--- src/hdl/psf_pkg.sv ---
// Purpose: Constants and types for the processor status flags block.
// Assumes: Avalon-MM slave with 32-bit data, one word per register.
// Notes on behaviour
// - Direct bank select one maps direct accesses to addresses 80h through FFh.
// - Direct bank select zero maps direct accesses to addresses 00h through 7Fh.
// - Each bank spans 128 bytes, indexed by the 7-bit instruction field.
// - Time-out flag sets at power-up, watchdog clear and low-power halt.
// - Time-out flag clears when the watchdog timer expires.
// - Power-down flag sets at power-up and on watchdog clear.
// - Power-down flag clears on the low-power halt instruction.
// - Zero flag follows whether the result equals zero, for affecting instructions.
// - Digit-carry flag is the carry out of the fourth low-order bit.
// - Carry flag is the carry out of the most significant bit.
// - Subtraction adds the two's complement; carries act as inverted borrows.
// - Computed flags override written ones; reset-cause flags ignore writes.
`default_nettype none
package psf_pkg;
    localparam logic [7:0] PSF_FLAGS_OFS = 8'h03;
    localparam logic [7:0] PSF_FLAGS_MIRROR_OFS = 8'h83;
    localparam logic [7:0] PSF_BANK_SIZE = 8'h80;
    localparam logic [7:0] PSF_IRQ_STAT_OFS = 8'hF0;
    localparam logic [7:0] PSF_IRQ_MASK_OFS = 8'hF1;
    localparam logic [7:0] PSF_DADDR_OFS = 8'hF2;
    localparam int PSF_BIT_C = 0;
    localparam int PSF_BIT_DC = 1;
    localparam int PSF_BIT_Z = 2;
    localparam int PSF_BIT_PD = 3;
    localparam int PSF_BIT_TO = 4;
    localparam int PSF_BIT_LO = 5;
    localparam int PSF_BIT_HI = 6;
    localparam int PSF_BIT_IRP = 7;
    localparam logic [7:0] PSF_FLAGS_RST = 8'h18;
    localparam logic [7:0] PSF_WR_MASK = 8'hE7;
    localparam int PSF_EV_WDT = 0;
    localparam int PSF_EV_HALT = 1;
    localparam int PSF_EV_CLR = 2;
    localparam logic [2:0] PSF_EV_RST = 3'h0;
    typedef enum logic [1:0] {
        PSF_OP_NONE = 2'b00,
        PSF_OP_ADD = 2'b01,
        PSF_OP_SUB = 2'b10,
        PSF_OP_LOGIC = 2'b11
    } psf_op_t;
    typedef struct packed {
        psf_op_t op;
        logic [7:0] a;
        logic [7:0] b;
    } psf_alu_req_t;
    typedef struct packed {
        logic [7:0] result;
        logic z;
        logic dc;
        logic c;
    } psf_alu_res_t;
endpackage
`default_nettype wire

--- src/hdl/psf_alu_flags.sv ---
// Purpose: Computes result and arithmetic flags of one ALU operation.
// Assumes: Operands are stable in the cycle of use.
// Notes: Purely combinational.
`timescale 1ns/1ps
`default_nettype none
module psf_alu_flags (
    input wire psf_pkg::psf_alu_req_t req_i,
    output var psf_pkg::psf_alu_res_t res_o
);
    logic [7:0] opnd_b;
    logic [8:0] sum;
    logic [4:0] low_sum;
    always_comb begin
        // Subtract by adding the complement plus one, so carries are inverted borrows.
        opnd_b = (req_i.op == psf_pkg::PSF_OP_SUB) ? ~req_i.b : req_i.b;
        sum = {1'b0, req_i.a} + {1'b0, opnd_b} + {8'h00, req_i.op == psf_pkg::PSF_OP_SUB};
        low_sum = {1'b0, req_i.a[3:0]} + {1'b0, opnd_b[3:0]}
            + {4'h0, req_i.op == psf_pkg::PSF_OP_SUB};
        res_o.result = (req_i.op == psf_pkg::PSF_OP_LOGIC) ? req_i.b : sum[7:0];
        res_o.z = (res_o.result == 8'h00);
        res_o.dc = low_sum[4];
        res_o.c = sum[8];
    end
endmodule
`default_nettype wire

--- src/hdl/psf_status_reg.sv ---
// Purpose: Processor status flags register with bank decode and events.
// Assumes: Single clock, synchronous active-high reset.
// Notes: Registers reached over Avalon-MM; answers with one wait state.
`timescale 1ns/1ps
`default_nettype none
module psf_status_reg (
    input wire logic MCLK_I,
    input wire logic SRST_I,
    input wire logic [7:0] AVS_ADDRESS_I,
    input wire logic AVS_READ_I,
    input wire logic AVS_WRITE_I,
    input wire logic [31:0] AVS_WRITEDATA_I,
    input wire logic [3:0] AVS_BYTEENABLE_I,
    output logic [31:0] AVS_READDATA_O,
    output logic AVS_WAITREQUEST_O,
    output logic [1:0] AVS_RESPONSE_O,
    input wire psf_pkg::psf_alu_req_t ALU_REQ_I,
    input wire logic ALU_WR_FLAGS_I,
    input wire logic [6:0] REG_FIELD_I,
    input wire logic WATCHDOG_CLEAR_INSTR_I,
    input wire logic HALT_INSTR_I,
    input wire logic WATCHDOG_TIMER_EXPIRED_I,
    output logic [7:0] DIRECT_ADDR_O,
    output logic [7:0] ALU_RESULT_O,
    output logic IRQ_O
);
    // ------------------------------------------------------------
    // Flags and event state
    // ------------------------------------------------------------
    psf_pkg::psf_alu_res_t alu_res;
    logic [7:0] flags_r, flags_nxt;
    logic [2:0] ev_stat_r, ev_stat_nxt;
    logic [2:0] ev_mask_r, ev_mask_nxt;
    logic [7:0] daddr_r, daddr_nxt;
    logic [7:0] res_r, res_nxt;
    logic ack_r, ack_nxt;
    logic [31:0] rdata_r, rdata_nxt;
    logic [1:0] resp_r, resp_nxt;
    logic [7:0] wmask;
    logic hit_flags, hit_stat, hit_mask, hit_daddr, req, wr_now, rd_now;
    logic [2:0] ev_in;

    psf_alu_flags psf_alu_flags_inst (
        .req_i(ALU_REQ_I),
        .res_o(alu_res)
    );

    always_comb begin
        req = (AVS_READ_I | AVS_WRITE_I) & ~ack_r;
        wr_now = AVS_WRITE_I & ack_r;
        rd_now = AVS_READ_I & ~ack_r;
        // Same physical register in both banks.
        hit_flags = (AVS_ADDRESS_I == psf_pkg::PSF_FLAGS_OFS)
            | (AVS_ADDRESS_I == psf_pkg::PSF_FLAGS_MIRROR_OFS);
        hit_stat = AVS_ADDRESS_I == psf_pkg::PSF_IRQ_STAT_OFS;
        hit_mask = AVS_ADDRESS_I == psf_pkg::PSF_IRQ_MASK_OFS;
        hit_daddr = AVS_ADDRESS_I == psf_pkg::PSF_DADDR_OFS;
        wmask = AVS_BYTEENABLE_I[0] ? psf_pkg::PSF_WR_MASK : 8'h00;
        ev_in = 3'h0;
        ev_in[psf_pkg::PSF_EV_WDT] = WATCHDOG_TIMER_EXPIRED_I;
        ev_in[psf_pkg::PSF_EV_HALT] = HALT_INSTR_I;
        ev_in[psf_pkg::PSF_EV_CLR] = WATCHDOG_CLEAR_INSTR_I;
    end

    // ------------------------------------------------------------
    // Next-state logic
    // ------------------------------------------------------------
    always_comb begin
        flags_nxt = flags_r;
        if (wr_now && hit_flags) begin
            // Reset-cause flags are never written by software.
            flags_nxt = (flags_r & ~wmask) | (AVS_WRITEDATA_I[7:0] & wmask);
        end
        if (ALU_WR_FLAGS_I) begin
            // Computed flags win over a same-cycle software write.
            flags_nxt[psf_pkg::PSF_BIT_Z] = alu_res.z;
            if (ALU_REQ_I.op == psf_pkg::PSF_OP_ADD || ALU_REQ_I.op == psf_pkg::PSF_OP_SUB) begin
                flags_nxt[psf_pkg::PSF_BIT_DC] = alu_res.dc;
                flags_nxt[psf_pkg::PSF_BIT_C] = alu_res.c;
            end
        end
        if (WATCHDOG_CLEAR_INSTR_I) begin
            flags_nxt[psf_pkg::PSF_BIT_TO] = 1'b1;
            flags_nxt[psf_pkg::PSF_BIT_PD] = 1'b1;
        end
        if (HALT_INSTR_I) begin
            flags_nxt[psf_pkg::PSF_BIT_TO] = 1'b1;
            flags_nxt[psf_pkg::PSF_BIT_PD] = 1'b0;
        end
        // An expiry is the latest cause and so takes precedence.
        if (WATCHDOG_TIMER_EXPIRED_I) begin
            flags_nxt[psf_pkg::PSF_BIT_TO] = 1'b0;
        end

        // The event set wins over a write-one clear in the same cycle.
        ev_stat_nxt = ev_stat_r;
        if (wr_now && hit_stat && AVS_BYTEENABLE_I[0]) begin
            ev_stat_nxt = ev_stat_r & ~AVS_WRITEDATA_I[2:0];
        end
        ev_stat_nxt = ev_stat_nxt | ev_in;
        ev_mask_nxt = ev_mask_r;
        if (wr_now && hit_mask && AVS_BYTEENABLE_I[0]) begin
            ev_mask_nxt = AVS_WRITEDATA_I[2:0];
        end

        // Direct address: bank bit above the 7-bit field. Upper bank bit is left out
        // because software keeps it clear on this device.
        daddr_nxt = {flags_r[psf_pkg::PSF_BIT_LO], REG_FIELD_I};
        res_nxt = ALU_WR_FLAGS_I ? alu_res.result : res_r;

        // Bus: first cycle holds waitrequest, second cycle completes.
        ack_nxt = req;
        rdata_nxt = rdata_r;
        resp_nxt = resp_r;
        if (req) begin
            resp_nxt = (hit_flags | hit_stat | hit_mask | hit_daddr) ? 2'h0 : 2'h2;
            rdata_nxt = 32'h0000_0000;
            if (rd_now) begin
                if (hit_flags) begin
                    rdata_nxt = {24'h00_0000, flags_r};
                end else if (hit_stat) begin
                    rdata_nxt = {29'h0000_0000, ev_stat_r};
                end else if (hit_mask) begin
                    rdata_nxt = {29'h0000_0000, ev_mask_r};
                end else if (hit_daddr) begin
                    rdata_nxt = {24'h00_0000, daddr_r};
                end
            end
        end
    end

    // ------------------------------------------------------------
    // Registers
    // ------------------------------------------------------------
    always_ff @(posedge MCLK_I) begin
        if (SRST_I) begin
            flags_r <= psf_pkg::PSF_FLAGS_RST;
            ev_stat_r <= psf_pkg::PSF_EV_RST;
            ev_mask_r <= psf_pkg::PSF_EV_RST;
            daddr_r <= 8'h00;
            res_r <= 8'h00;
            ack_r <= 1'b0;
            rdata_r <= 32'h0000_0000;
            resp_r <= 2'h0;
        end else begin
            flags_r <= flags_nxt;
            ev_stat_r <= ev_stat_nxt;
            ev_mask_r <= ev_mask_nxt;
            daddr_r <= daddr_nxt;
            res_r <= res_nxt;
            ack_r <= ack_nxt;
            rdata_r <= rdata_nxt;
            resp_r <= resp_nxt;
        end
    end

    assign AVS_WAITREQUEST_O = (AVS_READ_I | AVS_WRITE_I) & ~ack_r;
    assign AVS_READDATA_O = rdata_r;
    assign AVS_RESPONSE_O = resp_r;
    assign DIRECT_ADDR_O = daddr_r;
    assign ALU_RESULT_O = res_r;
    assign IRQ_O = |(ev_stat_r & ev_mask_r);
endmodule
`default_nettype wire

--- config.mk ---
export PLATFORM = sky130hd
export DESIGN_NAME = psf_status_reg
export DESIGN_NICKNAME = d
export VERILOG_FILES = /design/src/hdl/psf_pkg.sv /design/src/hdl/psf_alu_flags.sv /design/src/hdl/psf_status_reg.sv
export SDC_FILE = /design/constraint.sdc
export NUM_CORES = 1
export LEC_CHECK = 0
export BUFFER_PORTS_ARGS = -buffer_cell sky130_fd_sc_hd__buf_2
export CORE_UTILIZATION = 45
export CTS_CLUSTER_DIAMETER = 120
export DETAILED_ROUTE_END_ITERATION = 7
export GPL_TIMING_DRIVEN = 0
export PLACE_DENSITY = 0.8
export SYNTH_ARGS = -nofsm -noshare
export SYNTH_HDL_FRONTEND = slang
export SYNTH_SLANG_ARGS = --single-unit
--- constraint.sdc ---
create_clock -name MCLK_I -period 4.5 [get_ports MCLK_I]
set_clock_uncertainty 0.15 [all_clocks]
set_input_delay 0.675 -clock MCLK_I [delete_from_list [all_inputs] [get_ports MCLK_I]]
set_output_delay 0.675 -clock MCLK_I [all_outputs]
set_load 0.02 [all_outputs]
# ---- Word-level counts from Yosys, hierarchy flattened
# Cells that the tools add are included.
dict set report word_totals {
  reg_bits 65
  inputBits 77
  out_inout_bits 52
  wordCells 69
}
dict set report op_classes {
  addsub 4
  n_eq_ne 8
  n_mux 16
  n_bitwise 18
  reduce_logical 11
}
# op count
set ops {}
lappend ops {{2-to-1 mux 8 bit} 8}
lappend ops {{== test 8 bit, second input constant} 4}
lappend ops {{bitwise AND 8 bit} 2}
lappend ops {{NOT 8 bit} 2}
lappend ops {{adder 8 x 8 -> 9 bit} 1}
lappend ops {{adder 9 x 1 -> 9 bit} 1}
lappend ops {{== test 8 x 2 -> 1 bit, second input constant} 1}
lappend ops {{zero test 8 bit} 1}
lappend ops {{2-to-1 mux 2 bit} 4}
lappend ops {{OR 8 bit} 1}
lappend ops {{bitwise AND 3 bit} 2}
lappend ops {{2-to-1 mux 3 bit} 2}
lappend ops {{adder 4 x 4 -> 5 bit} 1}
lappend ops {{adder 5 x 1 -> 5 bit} 1}
lappend ops {{logical AND 1 bit} 5}
lappend ops {{2-to-1 mux 5 bit} 1}
lappend ops {{OR 1 bit} 5}
lappend ops {{== test 2 bit, second input constant} 2}
lappend ops {{nonzero test 4 bit} 1}
lappend ops {{bitwise AND 1 bit} 3}
lappend ops {{NOT 3 bit} 1}
lappend ops {{OR 3 bit} 1}
lappend ops {{nonzero test 3 bit} 1}
lappend ops {{OR reduction 3 bit} 1}
lappend ops {{other kinds (5)} 5}

# ---- Depth between registers and ports, before layout
# Gate-level depths: netlist of the first run.
dict set report depth {
  depth_word 8
  depth_mapped 10
  depth_no_buf 10
}

# ---- Hierarchy
# From an unflattened synthesis of the first run, not the netlist that was laid out.
dict set report hier_totals {
  cells_unflattened 266
  area_unflattened_um2 2422.3
}
# mod n_inst cells_per_inst area_each_um2 seq_area_each_um2
set modules_own_cells {}
lappend modules_own_cells {psf_status_reg 1 194 1895.6 800.8}
lappend modules_own_cells {psf_alu_flags 1 72 526.8 0.0}

# ---- Worst setup path before layout of the first run
# OpenSTA, ideal clock, no wires.
dict set report synth_timing {
  path_kind {input-to-reg}
  from {input ALU_REQ_I[16] (netlist name)}
  to {register flags_r[2]}
  setup_time_ns 0.116
  arrival_time_ns 2.603
  required_time_ns 4.234
  slack_ns 1.631
  stages 10
  n_path_buf 1
  cell_sequence {inv_1 -> ha_1 -> clkbuf_1 -> xor2_1 -> ha_1 -> a211oi_1 -> o21bai_1 -> a2111oi_0 -> a211oi_1 -> a41o_1}
}
dict set report synth_between {
  elab_chain_len 7
  elab_cells_between_ends 8
  cone_classes {2 x add/sub; 2 x eq/ne; 3 x mux; 1 x reduce/logical}
}
# element line_no
set synth_lines {}
lappend synth_lines {{start: declaration} psf_status_reg.sv:17} ;# input wire psf_pkg::psf_alu_req_t ALU_REQ_I,
lappend synth_lines {{== test 2 bit} {psf_alu_flags.sv:15, psf_alu_flags.sv:16}}
lappend synth_lines {{2-to-1 mux 8 bit} psf_alu_flags.sv:15} ;# opnd_b = (req_i.op == psf_pkg::PSF_OP_SUB) ? ~req_i.b : req_i.b;
lappend synth_lines {{adder 8 x 8 -> 9 bit} psf_alu_flags.sv:16} ;# sum = {1'b0, req_i.a} + {1'b0, opnd_b} + {8'h00, req_i.op == psf_pkg::PSF_OP_SUB};
lappend synth_lines {{adder 9 x 1 -> 9 bit} psf_alu_flags.sv:16}
lappend synth_lines {{2-to-1 mux 8 bit (*)} psf_alu_flags.sv:19} ;# res_o.result = (req_i.op == psf_pkg::PSF_OP_LOGIC) ? req_i.b : sum[7:0];
lappend synth_lines {{zero test 8 bit (*)} psf_alu_flags.sv:20} ;# res_o.z = (res_o.result == 8'h00);
lappend synth_lines {{2-to-1 mux 3 bit (*)} psf_status_reg.sv:74} ;# if (ALU_WR_FLAGS_I) begin
lappend synth_lines {{end signal: assignment} psf_status_reg.sv:137} ;# flags_r <= psf_pkg::PSF_FLAGS_RST;
lappend synth_lines {{end signal: assignment} psf_status_reg.sv:146} ;# flags_r <= flags_nxt;
lappend synth_lines {{end: declaration} psf_status_reg.sv:31} ;# logic [7:0] flags_r, flags_nxt;
# Every way passes the cells marked *; elsewhere a longest branch is shown, timed or not.
# A chain may end at the register's enable or synchronous reset.

# ---- Worst setup path after layout of the first run
# Same ends and word-level chain as after synthesis.

==> reports/metrics.cfg, run 1 <==
[outcome]
run_status=finished clean

[worst_setup_path]
crit_path_end_kind=register
timing.rr.start=ack_r$_SDFF_PP0_
crit_arrival_ns=3.09
regToRegEndpoint=ev_stat_r[1]$_SDFF_PP0_
start_kind=input pin
worstSetupPathType=in -> reg
reg2reg_depth=5
rrSetupSlack_ns=2.68
path_max_fanout=6
worstPathRequired_ns=4.53

[yosys]
synth.avg_cell_area_um2=8.749
syn_inst=275
synth.area.top_cells=dfxtp_1 33%, buf_4 7.8%, ha_1 5.7%
synth_common_cells=40 x dfxtp_1, 29 x nor2_1, 25 x buf_4
ys_ff_latch=40
netlist_area_um2=2406
synth_top_area_share_pct=33.28
yosys.area.top_type=dfxtp_1
synth_edf_count=0
yosys.cell_types.count=50
ys_warn_count=0
yosysMostFrequentCell=dfxtp_1
synthFlopType=dfxtp_1
synthArstFlopShare_pct=0
ys_seq_area_share_pct=33.28

[power]
p_total_uw=878.8
power_leakage_nw=1.466
power_per_cell_area_nw_per_um2=288.5
vdd_drop_max_mv=0.1788

[cts]
cts_buffers=5
post_cts_resized=0
clockBufferDepth=2
cts.htree.levels=2
cts.clk_slew.worst_paths_ns=0.07
hold_buffers=0
cts-root-buf=clkbuf_8
clk-insertion-delay-late_ns=0.30
cts_tree=done
post-cts-setup-buffers=0
clock_sinks=40

[run]
drv_cap=0

[route]
via_count=2240
drt_iter0_drc=124
ant_nets=0
avgViaCountPerCell=4.978
wl_per_cell_um=12.82
drtPass1Iterations=5
drc=0
routed_wl_um=5770

[floorplan]
die_x_um=75.12
fp-row-count=26
die_h_um=75.12
start_util_pct=46.81
io_pins=129
coreArea_um2=5140
die_area_um2=5643

[sta]
tightest_slew_ns=0.6380
relSlewSlack_pct=57.36
fin_crit_sh_pct=67.96
final.min_clock_period_ns=3.058
finalMaxSlewViolations=0
setup_violations=0
fin_setup_tns_ns=0
rsz0062_at_grt=no
fmax_mhz=327.0
hold_viol=0

[layout]
fin_nets=468
final_area_um2=3047
multi_input_area_um2=1416
ff_latch_area_um2=800.8
fin_util_pct=59.27
antennaDiodeCount=0
fill_cells=496
fin_cells=450
drive_above_1_share_pct=31.05
syn2layout_area_growth_pct=26.62

[global_route]
grt_pass1_vias=1885
grtUsageMet2_pct=34.33
grtUsageMet1_pct=25.23
grt_max_degree=14
busiest_layer=met2
grt_pass1_wl_um=8583
met3_usage_pct=3.882
grt.total_usage_pct=20.10
grt_antenna_before_repair=0
overflow=0

[min_path]
min-delay-start=ALU_RESULT_O[2]$_SDFFE_PP0P_
whs_endpoint=ALU_RESULT_O[2]$_SDFFE_PP0P_
whs_path_depth=2
hold_path.class=reg -> reg

[placement]
dp.cells=442
dp_hpwl_um=4504
gp_congestion=0.8452
placed_area_um2=2949
io_buffers=73

==> layout make-up <==
class,instances,share of cell area [%]
sequential,40,26.28
buffer,38,8.049
multi-input combinational,212,46.49
timing repair buffer,73,11.99
tap,70,2.875
inverter,9,1.109
clock inverter,2,0.4928
clock buffer,6,2.710
==> how the worst max path moves through the flow <==
stage               slack [ns]                       to  depth (start not counted)           from
floorplan                 1.63  flags_r[2]$_SDFFE_PP0P_                         10  ALU_REQ_I[16]
global placement          1.20  flags_r[2]$_SDFFE_PP0P_                         11  ALU_REQ_I[16]
detailed placement        1.16  flags_r[2]$_SDFFE_PP0P_                         11  ALU_REQ_I[16]
CTS                       1.46  flags_r[2]$_SDFFE_PP0P_                         11  ALU_REQ_I[16]
global route              1.25  flags_r[2]$_SDFFE_PP0P_                         11  ALU_REQ_I[16]
finish                    1.44  flags_r[2]$_SDFFE_PP0P_                         11  ALU_REQ_I[16]
==> flip-flops by register name, summed over array words and instances (netlist names), named ones only <==
| register | count |
|---|---|
| flags_r | 5 |
| AVS_RESPONSE_O | 1 |
| ack_r | 1 |
| AVS_READDATA_O | 8 |
| DIRECT_ADDR_O | 8 |
| ALU_RESULT_O | 8 |
| ev_mask_r | 3 |
| ev_stat_r | 3 |
==> power by group <==
group / switching [mW] / internal, mW / leakage [nW] / total [mW]
clock network: 0.131 / 0.124 / 0.0434 / 0.255
logic: 0.142 / 0.102 / 1.09 / 0.243
registers: 0.00972 / 0.371 / 0.329 / 0.381
==> per-stage QoR <==
step,worst slack (ns),hold slack (ns)
6_report,1.442,0.3339
5_1_grt,1.248,0.3578
4_1_cts,1.456,0.3340
3_5_place_dp,1.156,0.3236
3_3_place_gp,1.197,0.3026
2_1_floorplan,1.631,0.2953
==> layout by cell type (no fill, tap or decap), drive strengths merged, types with 2 or more instances in the layout <==
master / instances
a21oi: 13
nand2: 14
buf: 100
a2bb2oi: 8
mux2: 4
conb: 25
nand3: 10
nand3b: 3
nand4: 3
a2111oi: 2
a222oi: 4
inv: 9
clkbuf: 17
xor2: 7
nor2b: 10
and2: 3
nor3: 7
mux2i: 8
a311oi: 3
xnor2: 4
dfxtp: 40
nand2b: 4
ha: 11
o21ai: 4
clkinvlp: 2
nor4b: 3
o21bai: 4
a22oi: 6
a211oi: 7
nor2: 29
==> critical path: stages <==
cell,delay [ns]
buf_2,0.11
inv_1,0.07
ha_1,0.14
clkbuf_1,0.36
xor2_1,0.13
ha_1,0.39
a21oi_1,0.27
o22ai_1,0.15
o31ai_1,0.46
a2111oi_2,0.07
a41o_1,0.26
==> cells by family after synthesis <==
kind of cell	synth area share, %
xor gates and xnor gates	4.004
and+or+nand+nor	20.28
adders and majority gates	6.552
other	0.1559
DFF	33.28
muxes	5.200
AOI/OAI and AO/OA	18.93
buffers and inverters	11.60
==> per-layer routing <==
layer | wire (um) | share of wire (%)
met1 | 2474 | 43
met2 | 2769 | 48
met3 | 431 | 7.5
met4 | 93 | 1.6
met5 | 0 | 0
Note: power is estimated with default switching activity, not from simulation.
==> run 2: changes to the inputs <==
CORE_UTILIZATION = 41   (was 45)
PLACE_DENSITY = 0.77   (was 0.8)
clock period = 2.6 ns   (was 4.5 ns; I/O delays follow)
==> reports/metrics.cfg, run 2 (same netlist as run 1, synthesis figures left out) <==
[worst_setup_path]
start_kind=input pin  ; unchanged
critPathLaunch=ALU_REQ_I[16]  ; unchanged
crit_path_end_kind=register  ; unchanged
path_cells=buf_2 > inv_1 > ha_1 > mux2i_4 > inv_1 > fa_2 > a211oi_2 > o21bai_1 > a2111oi_1 > a211oi_1 > a41o_1  ; was buf_2 > inv_1 > ha_1 > clkbuf_1 > xor2_1 > ha_1 > a21oi_1 > o22ai_1 > o31ai_1 > a2111oi_2 > a41o_1
slowest_delay_ns=0.40  ; was 0.46 ns
cp_top_family=compound AO/OA/AOI/OAI gates  ; unchanged
path_max_fanout=4  ; was 6
worstSetupPathType=in -> reg  ; unchanged
reg2reg_depth=5  ; unchanged
rrSetupSlack_ns=0.83  ; was 2.68 ns
path_common_cell=inv_1  ; was ha_1
worstPathRequired_ns=2.64  ; was 4.53 ns
regToRegEndpoint=ev_mask_r[2]$_SDFFE_PP0P_  ; was ev_stat_r[1]$_SDFF_PP0_
crit_arrival_ns=2.54  ; was 3.09 ns
crit_buf_inv=3  ; unchanged
crit_slowest_cell=a2111oi_1  ; was o31ai_1
timing.rr.start=ack_r$_SDFF_PP0_  ; unchanged

[cts]
cts_buffers=5  ; unchanged
cts-root-buf=clkbuf_8  ; unchanged
cts.htree.levels=2  ; unchanged
clockBufferDepth=2  ; unchanged
clk-insertion-delay-late_ns=0.29  ; was 0.30 ns
cts_tree=done  ; unchanged
clock_sinks=40  ; unchanged
hold_buffers=0  ; unchanged
cts.clk_slew.worst_paths_ns=0.07  ; about the same

[floorplan]
die_area_um2=6179  ; was 5643 um^2
coreArea_um2=5574  ; was 5140 um^2
fp-row-count=27  ; was 26
die_x_um=78.61  ; was 75.12 um
die_h_um=78.61  ; was 75.12 um
start_util_pct=43.16  ; was 46.81%
io_pins=129  ; unchanged

[sta]
relSlewSlack_pct=59.54  ; was 57.36%
final.min_clock_period_ns=2.505
fin_crit_sh_pct=96.35
finalMaxSlewViolations=0  ; unchanged
worst_slack_ns=0.09478  ; was 1.442 ns
hold_viol=0  ; unchanged
fin_setup_tns_ns=0  ; unchanged
fmax_mhz=399.2
hold_ws_ns=0.1526  ; was 0.3339 ns
setup_violations=0  ; unchanged
tightest_slew_ns=0.6053  ; was 0.6380 ns

[layout]
antennaDiodeCount=0  ; unchanged
multi_input_area_um2=1453  ; was 1416 um^2
most-common-layout-cells=74 x buf_2, 40 x dfxtp_1, 29 x nor2_1  ; unchanged
syn2layout_area_growth_pct=28.50  ; was 26.62%
final_area_um2=3092  ; was 3047 um^2
fill_cells=521  ; was 496
ff_latch_area_um2=800.8  ; unchanged
fin_nets=467  ; was 468
drive_above_1_share_pct=32.45  ; was 31.05%
final_common_cell=buf_2  ; unchanged

[global_route]
overflow=0  ; unchanged
grt.total_usage_pct=18.97  ; was 20.10%
grt_max_degree=13  ; was 14
grt_antenna_before_repair=0  ; unchanged
grt_pass1_wl_um=9246  ; was 8583 um
grt_pass1_vias=2029  ; was 1885

[power]
power_per_cell_area_nw_per_um2=513.3  ; was 288.5 nW/um^2
vdd_drop_max_mv=0.2547  ; was 0.1788 mV
power_leakage_nw=1.477  ; was 1.466 nW

[placement]
dp_hpwl_um=4649  ; was 4504 um
placed_area_um2=2952  ; was 2949 um^2
gp_congestion=0.8552  ; was 0.8452
io_buffers=73  ; unchanged
post-place-ws_ns=-0.3710  ; was 1.156 ns

[outcome]
run_status=finished clean  ; unchanged

[route]
via_count=2286  ; was 2240
drtPass1Iterations=4  ; was 5
avgViaCountPerCell=5.069  ; was 4.978
ant_nets=0  ; unchanged
wl_per_cell_um=13.00  ; was 12.82 um
drt_iter0_drc=138  ; was 124
drc=0  ; unchanged
routed_wl_um=5865  ; was 5770 um

[min_path]
min-delay-start=REG_FIELD_I[4]  ; was ALU_RESULT_O[2]$_SDFFE_PP0P_
whs_endpoint=DIRECT_ADDR_O[4]$_SDFF_PP0_  ; was ALU_RESULT_O[2]$_SDFFE_PP0P_
whs_path_depth=2  ; unchanged
hold_path.class=in -> reg  ; was reg -> reg

[run]
drv_cap=0  ; unchanged

run 2: worst max path at each step:
stage / depth (start not counted) / slack [ns] / end
global route: 11 / -0.003 / flags_r[2]$_SDFFE_PP0P_
detailed placement: 11 / -0.37 / flags_r[2]$_SDFFE_PP0P_
global placement: 11 / -0.35 / flags_r[2]$_SDFFE_PP0P_
floorplan: 10 / 0.02 / flags_r[2]$_SDFFE_PP0P_
CTS: 11 / 0.01 / flags_r[2]$_SDFFE_PP0P_
finish: 11 / 0.09 / flags_r[2]$_SDFFE_PP0P_
run 2: metrics by stage:
stage               instances  total power [mW]  util (%)
finish                    451             1.587     55.47
CTS                       451             1.585     54.99
global placement          444             1.080     52.95
floorplan                 299            0.9695         -
global route              451             1.662     55.47
detailed placement        444             1.090     52.95
run 2: report_power, final:
part           total [mW]  switching (mW)  internal (mW)
combinational       0.432           0.250          0.183
clock               0.494           0.210          0.285
sequential          0.660          0.0180          0.642
run 2: cell type report:
type | count | area share, %
plain buffers | 37 | 7.811
clock buffers | 6 | 2.347
clock inverters | 2 | 1.133
inverters | 9 | 1.093
multi-input cells | 212 | 46.98
flip-flops and latches | 40 | 25.90
well taps | 72 | 2.914
repair buffers | 73 | 11.82
run 2: worst reg2reg max path, cell delays in order, from the launching register on:
cell and delay (ns):
dfxtp_1 0.33, and3_1 0.25, nor4b_2 0.55, nand2_1 0.20, nand2_1 0.11, a21oi_1 0.06
run 2: layer usage:
layer | global-route usage [%] | wire, um
met4 | 7.407 | 75
met1 | 24.13 | 2463
met2 | 31.22 | 2882
met3 | 3.837 | 443
met5 | 0 | 0
run 2: repair_timing:
item / in CTS / in global routing
setup endpoints to repair: 2 / 3
hold endpoints to repair: 0 / 0
setup buffers: 0 / 0
resized for setup: 3 / 5
==> run 3: changes to the inputs <==
CORE_ASPECT_RATIO = 1.1   (was default)
CTS_CLUSTER_SIZE = 28   (was default)
TNS_END_PERCENT = 10   (was default)
==> reports/metrics.cfg, run 3 (same netlist as run 1, synthesis figures left out) <==
[worst_setup_path]
path_common_cell=inv_1  ; unchanged
reg2reg_depth=5  ; unchanged
worstSetupPathType=in -> reg  ; unchanged
path_cells=buf_2 > inv_1 > ha_1 > mux2i_4 > inv_1 > fa_2 > a21o_1 > a21oi_2 > xnor2_1 > a2111oi_2 > a41o_1  ; was buf_2 > inv_1 > ha_1 > mux2i_4 > inv_1 > fa_2 > a211oi_2 > o21bai_1 > a2111oi_1 > a211oi_1 > a41o_1
worst-path-stages=11  ; unchanged
rrSetupSlack_ns=0.83  ; about the same
regToRegEndpoint=ev_stat_r[1]$_SDFF_PP0_  ; was ev_mask_r[2]$_SDFFE_PP0P_
timing.rr.start=ack_r$_SDFF_PP0_  ; unchanged
crit_path_end_kind=register  ; unchanged
crit_slowest_cell=a2111oi_2  ; was a2111oi_1
critPathLaunch=ALU_REQ_I[16]  ; unchanged
crit_buf_inv=3  ; unchanged
worstPathRequired_ns=2.69  ; was 2.64 ns
start_kind=input pin  ; unchanged
slowest_delay_ns=0.40  ; about the same
crit_arrival_ns=2.52  ; was 2.54 ns
cp_top_family=compound AO/OA/AOI/OAI gates  ; unchanged
crit_path_end=flags_r[2]$_SDFFE_PP0P_  ; unchanged
path_max_fanout=4  ; unchanged

[sta]
final.min_clock_period_ns=2.431  ; was 2.505 ns
fmax_mhz=411.4  ; was 399.2 MHz
finalMaxSlewViolations=0  ; unchanged
rsz0062_at_grt=no
fin_crit_sh_pct=93.48  ; was 96.35%
relSlewSlack_pct=56.97  ; was 59.54%
worst_slack_ns=0.1694  ; was 0.09478 ns
setup_violations=0  ; unchanged
hold_viol=0  ; unchanged
hold_ws_ns=0.1513  ; was 0.1526 ns
tightest_slew_ns=0.6405  ; was 0.6053 ns

[cts]
clk-insertion-delay-late_ns=0.30  ; was 0.29 ns
clock_sinks=40  ; unchanged
cts.htree.levels=2  ; unchanged
cts-root-buf=clkbuf_8  ; unchanged
cts_tree=done  ; unchanged
cts.clk_slew.worst_paths_ns=0.08  ; was 0.07 ns
hold_buffers=0  ; unchanged
clockBufferDepth=2  ; unchanged
cts_buffers=5  ; unchanged
post-cts-setup-buffers=0  ; unchanged

[placement]
io_buffers=73  ; unchanged
dp_hpwl_um=4551  ; was 4649 um
gp_congestion=0.9011  ; was 0.8552
dp.cells=447  ; was 444
post-place-ws_ns=-0.3595  ; was -0.3710 ns

[outcome]
run_status=finished clean  ; unchanged

[min_path]
hold_path.class=in -> reg  ; unchanged

[route]
drt_iter0_drc=140  ; was 138
routed_wl_um=5836  ; was 5865 um
drc=0  ; unchanged
drtPass1Iterations=5  ; was 4
wl_per_cell_um=12.85  ; was 13.00 um
ant_nets=0  ; unchanged
avgViaCountPerCell=5.011  ; was 5.069
via_count=2275  ; was 2286

[global_route]
overflow=0  ; unchanged
grt_max_degree=14  ; was 13
grt.total_usage_pct=19.53  ; was 18.97%
grt_pass1_vias=2050  ; was 2029
grt_pass1_wl_um=9177  ; was 9246 um
grt_antenna_before_repair=0  ; unchanged

[layout]
antennaDiodeCount=0  ; unchanged
fill_cells=524  ; was 521
most-common-layout-cells=74 x buf_2, 40 x dfxtp_1, 29 x nor2_1  ; unchanged
final_common_cell=buf_2  ; unchanged
fin_cells=454  ; was 451
drive_above_1_share_pct=32.98  ; was 32.45%
fin_nets=467  ; unchanged
syn2layout_area_growth_pct=28.39  ; was 28.50%

[power]
power_leakage_nw=1.465  ; was 1.477 nW
p_total_mw=1.530  ; was 1.587 mW
vdd_drop_max_mv=0.2486  ; was 0.2547 mV
power_per_cell_area_nw_per_um2=495.2  ; was 513.3 nW/um^2

[floorplan]
io_pins=129  ; unchanged
fp-row-count=28  ; was 27
coreArea_um2=5500  ; was 5574 um^2
die_area_um2=6179  ; about the same
die_h_um=82.35  ; was 78.61 um
start_util_pct=43.74  ; was 43.16%
die_x_um=75.04  ; was 78.61 um

[run]
drv_cap=0  ; unchanged

[run 3: worst register-to-register path, stage by stage, from the launching register on]
cell      delay, ns
dfxtp_1        0.33
and3_1         0.24
nor4b_2        0.56
nand3b_1       0.15
a21oi_1        0.17
nor2_1         0.05
[run 3: where the power goes]
| group | total [mW] | internal, mW | switching (mW) |
|---|---|---|---|
| Sequential | 0.659 | 0.642 | 0.0165 |
| Combinational | 0.432 | 0.183 | 0.248 |
| Clock | 0.440 | 0.215 | 0.225 |
| Total | 1.53 | 1.04 | 0.490 |
[run 3: cell type report]
class,count,area [um^2],area share [%]
multi-input cells,212,1456,47.14
flip-flops and latches,40,800.8,25.92
repair buffers,73,365.4,11.83
plain buffers,37,241.5,7.817
well taps,75,93.84,3.038
clock buffers,6,82.58,2.673
inverters,9,33.78,1.094
clock inverters,2,15.01,0.4860
[run 3: worst min path at each step]
stage	startpoint	to	slack, ns	cells after the start
after detailed placement	ev_mask_r[1]$_SDFFE_PP0P_	ev_mask_r[1]$_SDFFE_PP0P_	0.32	2
final	REG_FIELD_I[1]	DIRECT_ADDR_O[1]$_SDFF_PP0_	0.15	2
after floorplan	ev_mask_r[0]$_SDFFE_PP0P_	ev_mask_r[0]$_SDFFE_PP0P_	0.30	2
after CTS	REG_FIELD_I[4]	DIRECT_ADDR_O[4]$_SDFF_PP0_	0.14	2
after global routing	REG_FIELD_I[5]	DIRECT_ADDR_O[5]$_SDFF_PP0_	0.14	2
after global placement	ev_mask_r[0]$_SDFFE_PP0P_	ev_mask_r[0]$_SDFFE_PP0P_	0.31	2
[run 3: layer usage]
metal  vias to the layer above  wire length [um]  global-route usage [%]
li1                       1138                 -                       -
met1                      1031              2502                   23.40
met2                        98              2828                   34.14
met3                         8               423                   4.126
met4                         0                82                   6.981
met5                         -                 0                       0
[run 3: stage by stage]
step / instance area [um^2] / utilization (%) / setup TNS, ns
6_report: 3089 / 56.16 / 0
5_1_grt: 3089 / 56.16 / 0
4_1_cts: 3053 / 55.51 / 0
3_5_place_dp: 2955 / 53.73 / -1.468
3_3_place_gp: 2955 / 53.73 / -1.068
2_1_floorplan: 2496 / - / 0
[run 3: timing repair]
| item | in CTS | in global routing |
|---|---|---|
| endpoints found under the setup margin | 2 | 3 |
| pin swaps | 0 | 1 |
| gates resized for setup | 1 | 8 |
